[src/core/lfs_pkg.sv]
// constants and state type for the led string fault supervisor
package lfs_pkg;
  // disable time as a ratio of oscillator periods
  localparam int unsigned DISABLE_RATIO = 32768;
  localparam int unsigned DISABLE_CYCLES = DISABLE_RATIO;
  // default open fault time-out, in clock cycles
  localparam int unsigned OPEN_TIMEOUT_CYCLES = 8192;
  // default start-up blanking, in clock cycles
  localparam int unsigned BLANK_CYCLES = 1024;
  localparam int unsigned CNT_W = 16;
  localparam logic SYNC_RESET_VAL = 1'b0;

  typedef enum logic [1:0] {
    LFS_RUN = 2'b00,
    LFS_OPEN_HOLD = 2'b01
  } lfs_open_state_t;
endpackage : lfs_pkg

[src/core/lfs_supervisor.sv]
// fault supervision for a constant-current led driver
module lfs_supervisor #(
  parameter int unsigned DISABLE_CYCLES = lfs_pkg::DISABLE_CYCLES,
  parameter int unsigned OPEN_TIMEOUT_CYCLES = lfs_pkg::OPEN_TIMEOUT_CYCLES,
  parameter int unsigned BLANK_CYCLES = lfs_pkg::BLANK_CYCLES
) (
  input wire logic core_clk,
  input wire logic rst,
  input wire logic enable_in,
  input wire logic open_circuit_cmp,
  input wire logic ref_short_cmp,
  input wire logic nonref_short_cmp,
  input wire logic string_short_cmp,
  input wire logic fault_flag_primary_in,
  input wire logic pwm_gate_in,
  output logic gate_drive_out,
  output logic fault_flag_primary_out,
  output logic fault_flag_primary_oe,
  output logic fault_flag_secondary_out,
  output logic fault_flag_secondary_oe,
  output logic short_latched,
  output logic sleep_out
);
  localparam int CW = lfs_pkg::CNT_W;

  ////////////////////////////////////////////////////////////////////////////
  // input synchronisation
  logic [5:0] raw_in;
  logic [5:0] syn;
  logic en_s;
  logic open_s;
  logic ref_s;
  logic nonref_s;
  logic str_s;
  logic ffp_s;

  assign raw_in = {fault_flag_primary_in, string_short_cmp, nonref_short_cmp,
                   ref_short_cmp, open_circuit_cmp, enable_in};

  lfs_sync #(.WIDTH(6)) u_sync (
    .core_clk(core_clk),
    .rst(rst),
    .async_in(raw_in),
    .sync_out(syn)
  );

  assign en_s = syn[0];
  assign open_s = syn[1];
  assign ref_s = syn[2];
  assign nonref_s = syn[3];
  assign str_s = syn[4];
  assign ffp_s = syn[5];

  ////////////////////////////////////////////////////////////////////////////
  // state
  lfs_pkg::lfs_open_state_t open_st_q;
  lfs_pkg::lfs_open_state_t open_st_d;
  logic [CW-1:0] open_cnt_q;
  logic [CW-1:0] open_cnt_d;
  logic [CW:0] dis_cnt_q;
  logic [CW:0] dis_cnt_d;
  logic [CW-1:0] blank_cnt_q;
  logic [CW-1:0] blank_cnt_d;
  logic blank_done_q;
  logic blank_done_d;
  logic short_q;
  logic short_d;
  logic sleep_q;
  logic sleep_d;
  logic led_short_q;
  logic led_short_d;
  logic gate_q;
  logic gate_d;
  logic ffp_rel_q;
  logic ffp_rel_d;
  logic ffp_rel1_q;
  logic ffp_rel1_d;
  logic ffp_rel2_q;
  logic ffp_rel2_d;
  logic ffs_rel_q;
  logic ffs_rel_d;
  logic open_now;
  logic dis_expired;

  // open acts directly on the synced level, not a registered copy
  assign open_now = open_s && (open_st_q == lfs_pkg::LFS_RUN);
  assign dis_expired = (dis_cnt_q >= (CW+1)'(DISABLE_CYCLES));

  always_comb begin
    open_st_d = open_st_q;
    open_cnt_d = open_cnt_q;
    dis_cnt_d = dis_cnt_q;
    blank_cnt_d = blank_cnt_q;
    blank_done_d = blank_done_q;
    short_d = short_q;
    sleep_d = sleep_q;
    led_short_d = 1'b0;

    if (!blank_done_q) begin
      if (blank_cnt_q >= CW'(BLANK_CYCLES - 1)) begin
        blank_done_d = 1'b1;
      end else begin
        blank_cnt_d = blank_cnt_q + CW'(1);
      end
    end

    // count enable-low time in oscillator periods
    if (en_s) begin
      dis_cnt_d = '0;
      sleep_d = 1'b0;
    end else if (!dis_expired) begin
      dis_cnt_d = dis_cnt_q + (CW+1)'(1);
    end else begin
      sleep_d = 1'b1;
    end

    case (open_st_q)
      lfs_pkg::LFS_RUN: begin
        // re-evaluated each time run is re-entered
        if (open_s) begin
          open_st_d = lfs_pkg::LFS_OPEN_HOLD;
          open_cnt_d = '0;
        end
      end
      lfs_pkg::LFS_OPEN_HOLD: begin
        if (open_cnt_q >= CW'(OPEN_TIMEOUT_CYCLES - 1)) begin
          // back to run; a persisting open re-trips
          open_st_d = lfs_pkg::LFS_RUN;
        end else begin
          open_cnt_d = open_cnt_q + CW'(1);
        end
      end
      default: begin
        open_st_d = lfs_pkg::LFS_RUN;
      end
    endcase

    // latch short; clear only after long enable-low
    if (dis_expired) begin
      short_d = 1'b0;
    end
    // string below threshold is a string or output short
    if (blank_done_q && str_s && !dis_expired) begin
      short_d = 1'b1;
    end

    // either comparison flags a shorted led
    if (blank_done_q) begin
      led_short_d = ref_s || nonref_s;
    end

    gate_d = en_s && pwm_gate_in;
    if (open_st_d == lfs_pkg::LFS_OPEN_HOLD) begin
      gate_d = 1'b0;
    end
    // short stops drive; flag pulled low overrides
    // pin trusted only once our own release has crossed the synchroniser,
    // else the stale pulled-low level would open the gate for two cycles
    if (short_d && !(short_q && ffp_rel2_q && !ffp_s)) begin
      gate_d = 1'b0;
    end
    // led short leaves gate drive alone

    ffp_rel_d = short_d;
    ffp_rel1_d = ffp_rel_q;
    ffp_rel2_d = ffp_rel1_q;
    // secondary released on open or led short
    ffs_rel_d = (open_st_d == lfs_pkg::LFS_OPEN_HOLD) || led_short_d;
  end

  always_ff @(posedge core_clk) begin
    if (rst) begin
      open_st_q <= lfs_pkg::LFS_RUN;
      open_cnt_q <= '0;
      dis_cnt_q <= '0;
      blank_cnt_q <= '0;
      blank_done_q <= 1'b0;
      short_q <= 1'b0;
      sleep_q <= 1'b0;
      led_short_q <= 1'b0;
      gate_q <= 1'b0;
      ffp_rel_q <= 1'b0;
      ffp_rel1_q <= 1'b0;
      ffp_rel2_q <= 1'b0;
      ffs_rel_q <= 1'b0;
    end else begin
      open_st_q <= open_st_d;
      open_cnt_q <= open_cnt_d;
      dis_cnt_q <= dis_cnt_d;
      blank_cnt_q <= blank_cnt_d;
      blank_done_q <= blank_done_d;
      short_q <= short_d;
      sleep_q <= sleep_d;
      led_short_q <= led_short_d;
      gate_q <= gate_d;
      ffp_rel_q <= ffp_rel_d;
      ffp_rel1_q <= ffp_rel1_d;
      ffp_rel2_q <= ffp_rel2_d;
      ffs_rel_q <= ffs_rel_d;
    end
  end

  ////////////////////////////////////////////////////////////////////////////
  // outputs; open gating is combinational so no cycle is lost
  // immediate gate cut on open
  assign gate_drive_out = gate_q && !open_now;
  assign fault_flag_primary_out = 1'b0;
  assign fault_flag_primary_oe = !ffp_rel_q;
  assign fault_flag_secondary_out = 1'b0;
  assign fault_flag_secondary_oe = !(ffs_rel_q || open_now);
  assign short_latched = short_q;
  assign sleep_out = sleep_q;
endmodule : lfs_supervisor

[src/core/lfs_sync.sv]
// two-stage synchroniser for a bundle of asynchronous levels
module lfs_sync #(
  parameter int WIDTH = 1
) (
  input wire logic core_clk,
  input wire logic rst,
  input wire logic [WIDTH-1:0] async_in,
  output logic [WIDTH-1:0] sync_out
);
  logic [WIDTH-1:0] meta_q;
  logic [WIDTH-1:0] meta_d;
  logic [WIDTH-1:0] sync_q;
  logic [WIDTH-1:0] sync_d;

  always_comb begin
    meta_d = async_in;
    sync_d = meta_q;
  end

  always_ff @(posedge core_clk) begin
    if (rst) begin
      meta_q <= {WIDTH{lfs_pkg::SYNC_RESET_VAL}};
      sync_q <= {WIDTH{lfs_pkg::SYNC_RESET_VAL}};
    end else begin
      meta_q <= meta_d;
      sync_q <= sync_d;
    end
  end

  assign sync_out = sync_q;
endmodule : lfs_sync

[config.mk]
export PLATFORM = sky130hd
export DESIGN_NAME = lfs_supervisor
export DESIGN_NICKNAME = d
export VERILOG_FILES = /design/src/core/lfs_pkg.sv /design/src/core/lfs_supervisor.sv /design/src/core/lfs_sync.sv
export SDC_FILE = /design/constraint.sdc
export NUM_CORES = 1
export LEC_CHECK = 0
export BUFFER_PORTS_ARGS = -buffer_cell sky130_fd_sc_hd__clkbuf_2
export CORE_ASPECT_RATIO = 1.25
export CORE_UTILIZATION = 50
export DETAILED_ROUTE_END_ITERATION = 10
export PLACE_DENSITY = 0.67
export SLEW_MARGIN = 20
export SYNTH_ARGS = -nofsm -noshare
export SYNTH_HDL_FRONTEND = slang
export SYNTH_SLANG_ARGS = --single-unit
[constraint.sdc]
create_clock -name core_clk -period 1.7 [get_ports core_clk]
set_input_delay 0.34 -clock core_clk [delete_from_list [all_inputs] [get_ports core_clk]]
set_output_delay 0.34 -clock core_clk [all_outputs]
set_load 0.1 [all_outputs]
==> results of run 1 <==
[registers in the layout, indices dropped and copies added (netlist names)]
name             count
sleep_out            1
dis_cnt_q           17
u_sync.meta_q        6
ffp_rel1_d           1
blank_done_q         1
ffs_rel_q            1
ffp_rel1_q           1
blank_cnt_q         16
gate_q               1
ffp_rel2_q           1
u_sync.sync_out      6
open_st_q            2
open_cnt_q          16
[final cells by class]
type / count / area, µm² / area share
Sequential cell: 70 / 1400 / 0.422
Inverter: 5 / 22.5 / 0.00678
Tap cell: 64 / 80.1 / 0.0241
Timing Repair Buffer: 22 / 163 / 0.0490
Clock buffer: 9 / 124 / 0.0373
Multi-Input combinational cell: 217 / 1380 / 0.416
Clock inverter: 7 / 146 / 0.0441
[critical path: stages (launching register included)]
cell and delay [ns]:
dfxtp_1 0.30, nor3b_2 0.14, buf_4 0.17, nor2_2 0.15, buf_12 0.19
[repair_timing]
action | in CTS | in global routing
resized for setup | 0 | 4
hold buffers | 0 | 0
setup endpoints to repair | 0 | 5
[layout by cell type (no fill, tap or decap), drive strengths merged, types with 3 or more instances in the layout]
cell,synthesis,layout
or3,4,4
nor4,7,7
a21oi,10,10
nand2,23,23
nor2b,22,22
clkinv,0,3
o21ai,6,6
and4,4,4
and2,5,5
mux2i,3,3
xor2,11,11
clkbuf,7,20
xnor2,14,14
and3,6,6
buf,4,11
nand4,7,7
dfxtp,70,70
bufinv,0,4
nand3,18,18
conb,1,3
nor2,41,41
ha,4,4
or2,3,3
inv,5,4
nor3,14,14
[path summary, 6_finish.rpt]
check	start	endpoint	slack, ns	cells after the start
setup / recovery	u_sync.sync_out[1]$_SDFF_PP0_	fault_flag_secondary_oe	0.06	4
hold reg to reg	u_sync.meta_q[5]$_SDFF_PP0_	u_sync.sync_out[5]$_SDFF_PP0_	0.44	1
hold / removal	nonref_short_cmp	u_sync.meta_q[3]$_SDFF_PP0_	0.20	2
setup reg to reg	open_cnt_q[0]$_SDFFE_PP0P_	open_cnt_q[11]$_SDFFE_PP0P_	0.14	6
[logic make-up after synthesis]
logic type      Yosys count  synth area share
compound gates           24            0.0579
flops                    70             0.495
buf+inv                  16            0.0283
simple gates            158             0.312
fa+ha+maj                 4            0.0177
mux                       3            0.0106
other cells               1           0.00132
xor+xnor                 25            0.0773
[where the power goes]
group | internal, mW | total (mW) | switching [mW] | leakage, nW
sequential | 1.67 | 1.68 | 0.0167 | 0.568
clock | 1.13 | 1.77 | 0.642 | 0.134
combinational | 0.0474 | 0.136 | 0.0882 | 0.611
total | 2.84 | 3.59 | 0.747 | 1.31
[stage by stage]
stage	hold WS, ns	total power, mW
6_report	0.201	3.59
2_1_floorplan	0.414	1.83
4_1_cts	0.184	3.64
5_1_grt	0.196	3.72
3_5_place_dp	0.424	1.86
3_3_place_gp	0.417	1.85
[per-layer routing]
metal  GRT usage  vias to the layer above  share of wire  wire [µm]
li1            -                     1065              -          -
met1       0.233                      956           0.50       2380
met2       0.281                       37           0.44       2110
met3      0.0353                       10          0.035        166
met4       0.128                        0          0.027        127
met5           0                        -              0          0
==> impl_metrics.env, run 1 <==
export IMPL_synth_seq_area_share=0.495
export IMPL_finalHoldViolations=0
export IMPL_yosys_cell_count_top_type="dfxtp_1"
export IMPL_gp_congestion=0.805
export IMPL_drt_iter0_drc=113
export IMPL_fillers=467
export IMPL_drive_above_1_share=0.194
export IMPL_post_cts_buffers=0
export IMPL_setup_viol=0
export IMPL_h_tree_depth=3
export IMPL_drv_cap=0
export IMPL_num_antenna_cells=0
export IMPL_place_port_buffers=13
export IMPL_critPathCaptureType="output port"
export IMPL_timing_final_crit_share=0.963
export IMPL_relSlewSlack=0.642
export IMPL_stdcell_count=394
export IMPL_crit_fanout=9
export IMPL_fin_area_um2=3320
export IMPL_critical_path_arrival_ns=1.30
export IMPL_cp_required_ns=1.36
export IMPL_gr_total_overflow=0
export IMPL_clk_pin_slew_ns=0.07
export IMPL_rsz0062_at_grt="false"
export IMPL_ant_nets=0
export IMPL_final_max_slew_viol_count=0
export IMPL_grt_pass1_vias=1940
export IMPL_avgViaCountPerCell=5.25
export IMPL_initial_utilization=0.520
export IMPL_synth_top_area_frac=0.495
export IMPL_cts_sinks=70
export IMPL_p_per_area_nw_per_um2=1080
export IMPL_run_status="completed"
export IMPL_fp_dieH_um=86.2
export IMPL_setup_ws_ns=0.0624
export IMPL_peakVddDrop_mv=0.962
export IMPL_hp_class="in2reg"
export IMPL_root_buffer="clkbuf_8"
export IMPL_cts_tree="built"
export IMPL_io_pins=16
export IMPL_p_leak_nw=1.31
export IMPL_synth_largest_area_cell="dfxtp_1"
export IMPL_grt_max_degree=22
export IMPL_dp_cells=378
export IMPL_cts_buffer_depth=2
export IMPL_synth_edf_count=0
export IMPL_fin_crit_ns=1.64
export IMPL_worstSetupStartpointType="flop"
export IMPL_numCtsBuffers=9
export IMPL_place_hpwl_mm=3.21
export IMPL_drc=0
export IMPL_num_rows=30
export IMPL_die_area_um2=5970
export IMPL_place_ws_ns=0.125
export IMPL_vias=2068
export IMPL_core_area_um2=5440
export IMPL_drt_wl_total_mm=4.78
export IMPL_synth_cells=301
export IMPL_grtUsageTotal=0.183
export IMPL_syn2layout_area_growth_pct=17.2
export IMPL_fin_nets=338
export IMPL_synth_ff_type="dfxtp_1"
export IMPL_fmax_ghz=0.611
export IMPL_fin_skew_ns=0.0119
export IMPL_ys_ff_latch=70
export IMPL_antenna_found_initial=0
export IMPL_final_util=0.610
export IMPL_wl_per_cell_um=12.1
export IMPL_worstMarginPinSlew_ns=0.539
export IMPL_synth_area_um2=2830
export IMPL_ys_types=46
export IMPL_finalSetupTns_ns=0
export IMPL_placed_area_um2=3030
export IMPL_die_w_um=69.3
export IMPL_drt_pass1_iterations=4
export IMPL_synth_top_cells_by_count="dfxtp_1, nor2_1, nand2_1, nor2b_1, nand3_1"
export IMPL_crit_type="reg2out"
export IMPL_clk_insertion_delay_late_ns=0.35
export IMPL_grt_pass1_wl_mm=8.61
export IMPL_ys_warn_count=0
export IMPL_yosys_top_cells_area="dfxtp_1, nor2_1, nor2b_1"
export IMPL_async_reset_ff_frac=0
export IMPL_avgSynthCellArea_um2=9.41
Power figures use the tool's default switching activity.
==> run 2, diff against run 1 <==
CTS_BUF_LIST = sky130_fd_sc_hd__clkbuf_8   (was not set)
GPL_TIMING_DRIVEN = 0   (was not set)
==> run 2 against run 1 <==
  * First-iteration DRC count decreased by 31%
  * Clock skew decreased by 0.0038 ns
  * Critical path depth decreased by 1
  * Non-clock buffer count increased by 5
  * Largest power group is now sequential cells
==> impl_metrics.env, run 2 (synthesized netlist as in run 1, its figures left out) <==
export IMPL_holdPathEnd="u_sync.meta_q[3]$_SDFF_PP0_"
export IMPL_reg2reg_depth=6
export IMPL_cts_tree="built"
export IMPL_cp_required_ns=1.36
export IMPL_use_met3=0.0599
export IMPL_num_antenna_cells=0
export IMPL_slowest_delay_ns=0.34
export IMPL_gr_usage_met2=0.268
export IMPL_final_common_cell="dfxtp_1"
export IMPL_worstMarginPinSlew_ns=0.538
export IMPL_finalSetupTns_ns=0
export IMPL_pwr_share_clk=0.383
export IMPL_num_rows=30
export IMPL_p_leak_nw=1.25
export IMPL_hp_class="in2reg"
export IMPL_power_frac_comb=0.048
export IMPL_crit_fanout=4
export IMPL_final_util=0.589
export IMPL_fp_dieH_um=86.2
export IMPL_vias=2026
export IMPL_postCtsHoldBufs=0
export IMPL_root_buffer="clkbuf_8"
export IMPL_peakVddDrop_mv=0.656
export IMPL_drive_above_1_share=0.184
export IMPL_grt_util_met1=0.214
export IMPL_reg2reg_from="open_cnt_q[0]$_SDFFE_PP0P_"
export IMPL_largest_register_ffs=17
export IMPL_place_port_buffers=13
export IMPL_slowest_stage="dfxtp_1"
export IMPL_drt_pass1_iterations=4
export IMPL_fmax_ghz=0.608
export IMPL_wl_per_cell_um=11.9
export IMPL_r2r_end="open_cnt_q[11]$_SDFFE_PP0P_"
export IMPL_critical_path_arrival_ns=1.30
export IMPL_io_pins=16
export IMPL_relSlewSlack=0.643
export IMPL_gr_total_overflow=0
export IMPL_final_max_slew_viol_count=0
export IMPL_holdWs_ns=0.205
export IMPL_p_sw_frac=0.224
export IMPL_netSwitchingPower_uw=664
export IMPL_drc=0
export IMPL_drt_iter0_drc=78
export IMPL_avgViaCountPerCell=5.12
export IMPL_run_status="completed"
export IMPL_worstSetupStartpointType="flop"
export IMPL_critPathBufInv=1
export IMPL_clk_pin_slew_ns=0.07
export IMPL_grt_pass1_vias=1832
export IMPL_drt_wl_total_mm=4.73
export IMPL_drv_cap=0
export IMPL_rsz0062_at_grt="false"
export IMPL_cp_cell_sequence="nor3b_4, nor2_2, clkbuf_4"
export IMPL_final_cell_mix="dfxtp_1, nor2_1, nand2_1, nor2b_1, nand3_1"
export IMPL_antenna_found_initial=0
export IMPL_ant_nets=0
export IMPL_finalHoldViolations=0
export IMPL_seq_power_share=0.569
export IMPL_rrSetupSlack_ns=0.12
export IMPL_cts_buffer_depth=2
export IMPL_setup_viol=0
export IMPL_top_usage_layer="met2"
export IMPL_fin_crit_ns=1.64
export IMPL_die_w_um=69.3
export IMPL_hp_start="nonref_short_cmp"
export IMPL_fillers=473
export IMPL_timing_final_crit_share=0.967
export IMPL_die_area_um2=5970
export IMPL_gp_congestion=0.765
export IMPL_cp_top_family="flip-flops"
export IMPL_initial_utilization=0.520
export IMPL_critPathCaptureType="output port"
export IMPL_holdPathStages=2
export IMPL_h_tree_depth=3
export IMPL_syn2layout_area_growth_pct=13.3
export IMPL_clk_insertion_delay_late_ns=0.34
export IMPL_grt_pass1_wl_mm=8.03
export IMPL_cts_sinks=70
export IMPL_fin_nets=343
export IMPL_numCtsBuffers=9
export IMPL_p_per_area_nw_per_um2=923
export IMPL_place_hpwl_mm=3.28
export IMPL_grtUsageTotal=0.173
export IMPL_largest_register="dis_cnt_q"
export IMPL_fin_skew_ns=0.00807
export IMPL_top_regs="dis_cnt_q x17, blank_cnt_q x16, open_cnt_q x16"
export IMPL_grt_max_degree=11
export IMPL_p_int_mw=2.30
export IMPL_core_area_um2=5440
export IMPL_crit_type="reg2out"
[run 2: worst max path at each step]
stage	end	depth (start not counted)	from	slack (ns)
2_1_floorplan	fault_flag_primary_oe	1	ffp_rel1_d$_SDFF_PP0_	0.06
3_3_place_gp	open_cnt_q[11]$_SDFFE_PP0P_	6	open_cnt_q[0]$_SDFFE_PP0P_	-0.02
3_5_place_dp	open_cnt_q[11]$_SDFFE_PP0P_	6	open_cnt_q[0]$_SDFFE_PP0P_	-0.06
4_1_cts	gate_drive_out	3	open_st_q[1]$_SDFF_PP0_	0.0006
5_1_grt	open_cnt_q[11]$_SDFFE_PP0P_	6	open_cnt_q[0]$_SDFFE_PP0P_	0.002
6_report	fault_flag_secondary_oe	3	open_st_q[0]$_SDFF_PP0_	0.06
[run 2: stage by stage]
stage | total power [mW] | cells | cell area (µm²) | setup slack (ns)
after floorplan | 1.83 | 303 | 2850 | 0.0627
after global placement | 1.86 | 380 | 3000 | -0.0188
after detailed placement | 1.86 | 380 | 3000 | -0.0622
after CTS | 3.00 | 395 | 3190 | 0.000607
after global routing | 3.09 | 396 | 3210 | 0.00232
final | 2.96 | 396 | 3210 | 0.0556
[run 2: timing repair]
item	in CTS	in global routing
resized for setup	5	3
pin swaps	1	2
setup endpoints to repair	6	6
gates cloned	0	0
buffers inserted	2	1
[run 2: layout make-up]
class                   instances  area [µm²]  share of cell area
well taps                      64        80.1              0.0250
inverters                       5        22.5             0.00702
clock buffers                  11         151              0.0472
repair buffers                 16        92.6              0.0289
plain buffers                  11        61.3              0.0191
clock inverters                 2        10.0             0.00312
flip-flops and latches         70        1400               0.437
multi-input cells             217        1390               0.433
[run 2: layer usage]
layer	share of wire	up-vias	routed length [µm]
li1	-	1074	-
met1	0.50	922	2360
met2	0.45	22	2120
met3	0.033	8	157
met4	0.019	0	90
met5	0	-	0
[run 2: power by group through the flow]
| stage | combinational (mW) | sequential, mW | clock (mW) |
|---|---|---|---|
| floorplan | 0.109 | 1.72 | 0 |
| global placement | 0.138 | 1.72 | 0 |
| detailed placement | 0.140 | 1.72 | 0 |
| CTS | 0.143 | 1.68 | 1.17 |
| global route | 0.157 | 1.69 | 1.24 |
| finish | 0.143 | 1.68 | 1.13 |
==> run 3, diff against run 2 <==
SETUP_SLACK_MARGIN = 0.5   (was not set)
clock period = 1.9 ns   (was 1.7 ns; I/O delays follow)
==> run 3 against run 2 <==
  * Clock skew grew 0.0024 ns
  * Worst setup slack improved by 0.18 ns
  * Wire length increased by 34%
  * Die area stayed put
  * Via count is 14% higher
  * Highest routed layer unchanged
  * Total power rose by 6.6%
  * Sequential share of layout area is 8.1 points lower
==> impl_metrics.env, run 3 (synthesized netlist as in run 1, its figures left out) <==
export IMPL_critical_path_arrival_ns=1.28
export IMPL_avgViaCountPerCell=5.28
export IMPL_ant_nets=0
export IMPL_stdcell_count=439
export IMPL_fin_skew_ns=0.0105
export IMPL_cp_startpoint="open_st_q[0]$_SDFF_PP0_"
export IMPL_grt_max_degree=13
export IMPL_hp_start="open_circuit_cmp"
export IMPL_crit_fanout=4
export IMPL_drive_above_1_share=0.461
export IMPL_h_tree_depth=3
export IMPL_final_max_slew_viol_count=0
export IMPL_final_common_cell="dfxtp_1"
export IMPL_drv_cap=0
export IMPL_antenna_found_initial=0
export IMPL_gp_congestion=0.745
export IMPL_place_port_buffers=13
export IMPL_fp_dieH_um=86.2
export IMPL_die_area_um2=5970
export IMPL_numCtsBuffers=9
export IMPL_reg2reg_from="open_cnt_q[15]$_SDFFE_PP0P_"
export IMPL_timing_final_crit_share=0.874
export IMPL_clk_pin_slew_ns=0.07
export IMPL_setup_ws_ns=0.239
export IMPL_holdWs_ns=0.251
export IMPL_grtUsageTotal=0.198
export IMPL_drt_pass1_iterations=4
export IMPL_fin_crit_ns=1.66
export IMPL_hp_class="in2reg"
export IMPL_cts_tree="built"
export IMPL_crit_end="gate_drive_out"
export IMPL_grt_pass1_wl_mm=9.36
export IMPL_io_pins=16
export IMPL_gr_total_overflow=0
export IMPL_initial_utilization=0.520
export IMPL_finalSetupTns_ns=0
export IMPL_critPathCaptureType="output port"
export IMPL_root_buffer="clkbuf_8"
export IMPL_drc=0
export IMPL_cts_buffer_depth=2
export IMPL_final_cell_mix="dfxtp_1, buf_4, nor2_1, nor2b_1, nand2_1"
export IMPL_rsz0062_at_grt="true"
export IMPL_final_util=0.762
export IMPL_worstSetupStartpointType="flop"
export IMPL_vias=2316
export IMPL_worstMarginPinSlew_ns=0.508
export IMPL_peakVddDrop_mv=0.704
export IMPL_die_w_um=69.3
export IMPL_reg2reg_depth=5
export IMPL_finalHoldViolations=0
export IMPL_place_hpwl_mm=3.36
export IMPL_setup_viol=0
export IMPL_rrSetupSlack_ns=0.40
export IMPL_cp_required_ns=1.52
export IMPL_core_area_um2=5440
export IMPL_place_ws_ns=0.258
export IMPL_largest_register="dis_cnt_q"
export IMPL_fin_nets=383
export IMPL_clk_insertion_delay_late_ns=0.34
export IMPL_drt_wl_total_mm=6.35
export IMPL_dp_cells=380
export IMPL_largest_register_ffs=17
export IMPL_syn2layout_area_growth_pct=46.4
export IMPL_top_regs="dis_cnt_q x17, blank_cnt_q x16, open_cnt_q x16"
export IMPL_run_status="completed"
export IMPL_grt_pass1_vias=2158
export IMPL_r2r_end="open_cnt_q[5]$_SDFFE_PP0P_"
export IMPL_crit_type="reg2out"
export IMPL_fmax_ghz=0.602
export IMPL_relSlewSlack=0.661
export IMPL_num_antenna_cells=0
export IMPL_cts_sinks=70
export IMPL_num_rows=30
export IMPL_wl_per_cell_um=14.5
export IMPL_drt_iter0_drc=136
export IMPL_p_leak_nw=1.65
export IMPL_p_per_area_nw_per_um2=761
-- run 3: area by class of cell --
type / instances / area, µm²
repair buffers: 56 / 497
inverters: 5 / 22.5
flip-flops and latches: 70 / 1480
well taps: 64 / 80.1
clock buffers: 11 / 151
clock inverters: 5 / 104
fillers: 335 / 1300
plain buffers: 11 / 76.3
multi-input cells: 217 / 1740
-- run 3: worst min-delay path by stage --
stage / endpoint / slack (ns) / depth (start not counted)
after detailed placement: ffp_rel2_q$_SDFF_PP0_ / 0.42 / 1
after CTS: u_sync.meta_q[0]$_SDFF_PP0_ / 0.25 / 2
after floorplan: ffp_rel2_q$_SDFF_PP0_ / 0.41 / 1
after global routing: u_sync.meta_q[1]$_SDFF_PP0_ / 0.25 / 2
final: u_sync.meta_q[1]$_SDFF_PP0_ / 0.25 / 2
after global placement: ffp_rel2_q$_SDFF_PP0_ / 0.42 / 1
-- run 3: metal layers --
layer / up-vias / GRT usage / part of all wire
met5: - / 0 / 0
li1: 1159 / - / -
met4: 0 / 0.106 / 0.024
met2: 31 / 0.347 / 0.52
met1: 1110 / 0.226 / 0.42
met3: 16 / 0.0423 / 0.026
-- run 3: timing repair --
item,CTS,global route
pin swaps,17,30
setup buffers,15,27
hold buffers,0,0
gates resized for setup,61,78
endpoints found under the setup margin,40,36
gates cloned,1,0
-- run 3: per-stage QoR --
stage | power (mW) | area [µm²]
finish | 3.16 | 4150
floorplan | 1.63 | 2900
global placement | 1.66 | 3040
global route | 3.26 | 4150
CTS | 3.17 | 3650
detailed placement | 1.67 | 3040
-- run 3: where the power goes --
part | total, mW | switching [mW] | internal (mW)
clock network | 1.49 | 0.548 | 0.947
registers | 1.49 | 0.0176 | 1.47
logic | 0.170 | 0.0958 | 0.0742
total | 3.16 | 0.662 | 2.50
-- run 3: critical path, cell delays in order, from the launching register on --
cell       delay [ns]
dfxtp_2          0.33
nor3b_4          0.22
buf_6            0.16
nor2b_4          0.05
clkbuf_16        0.19
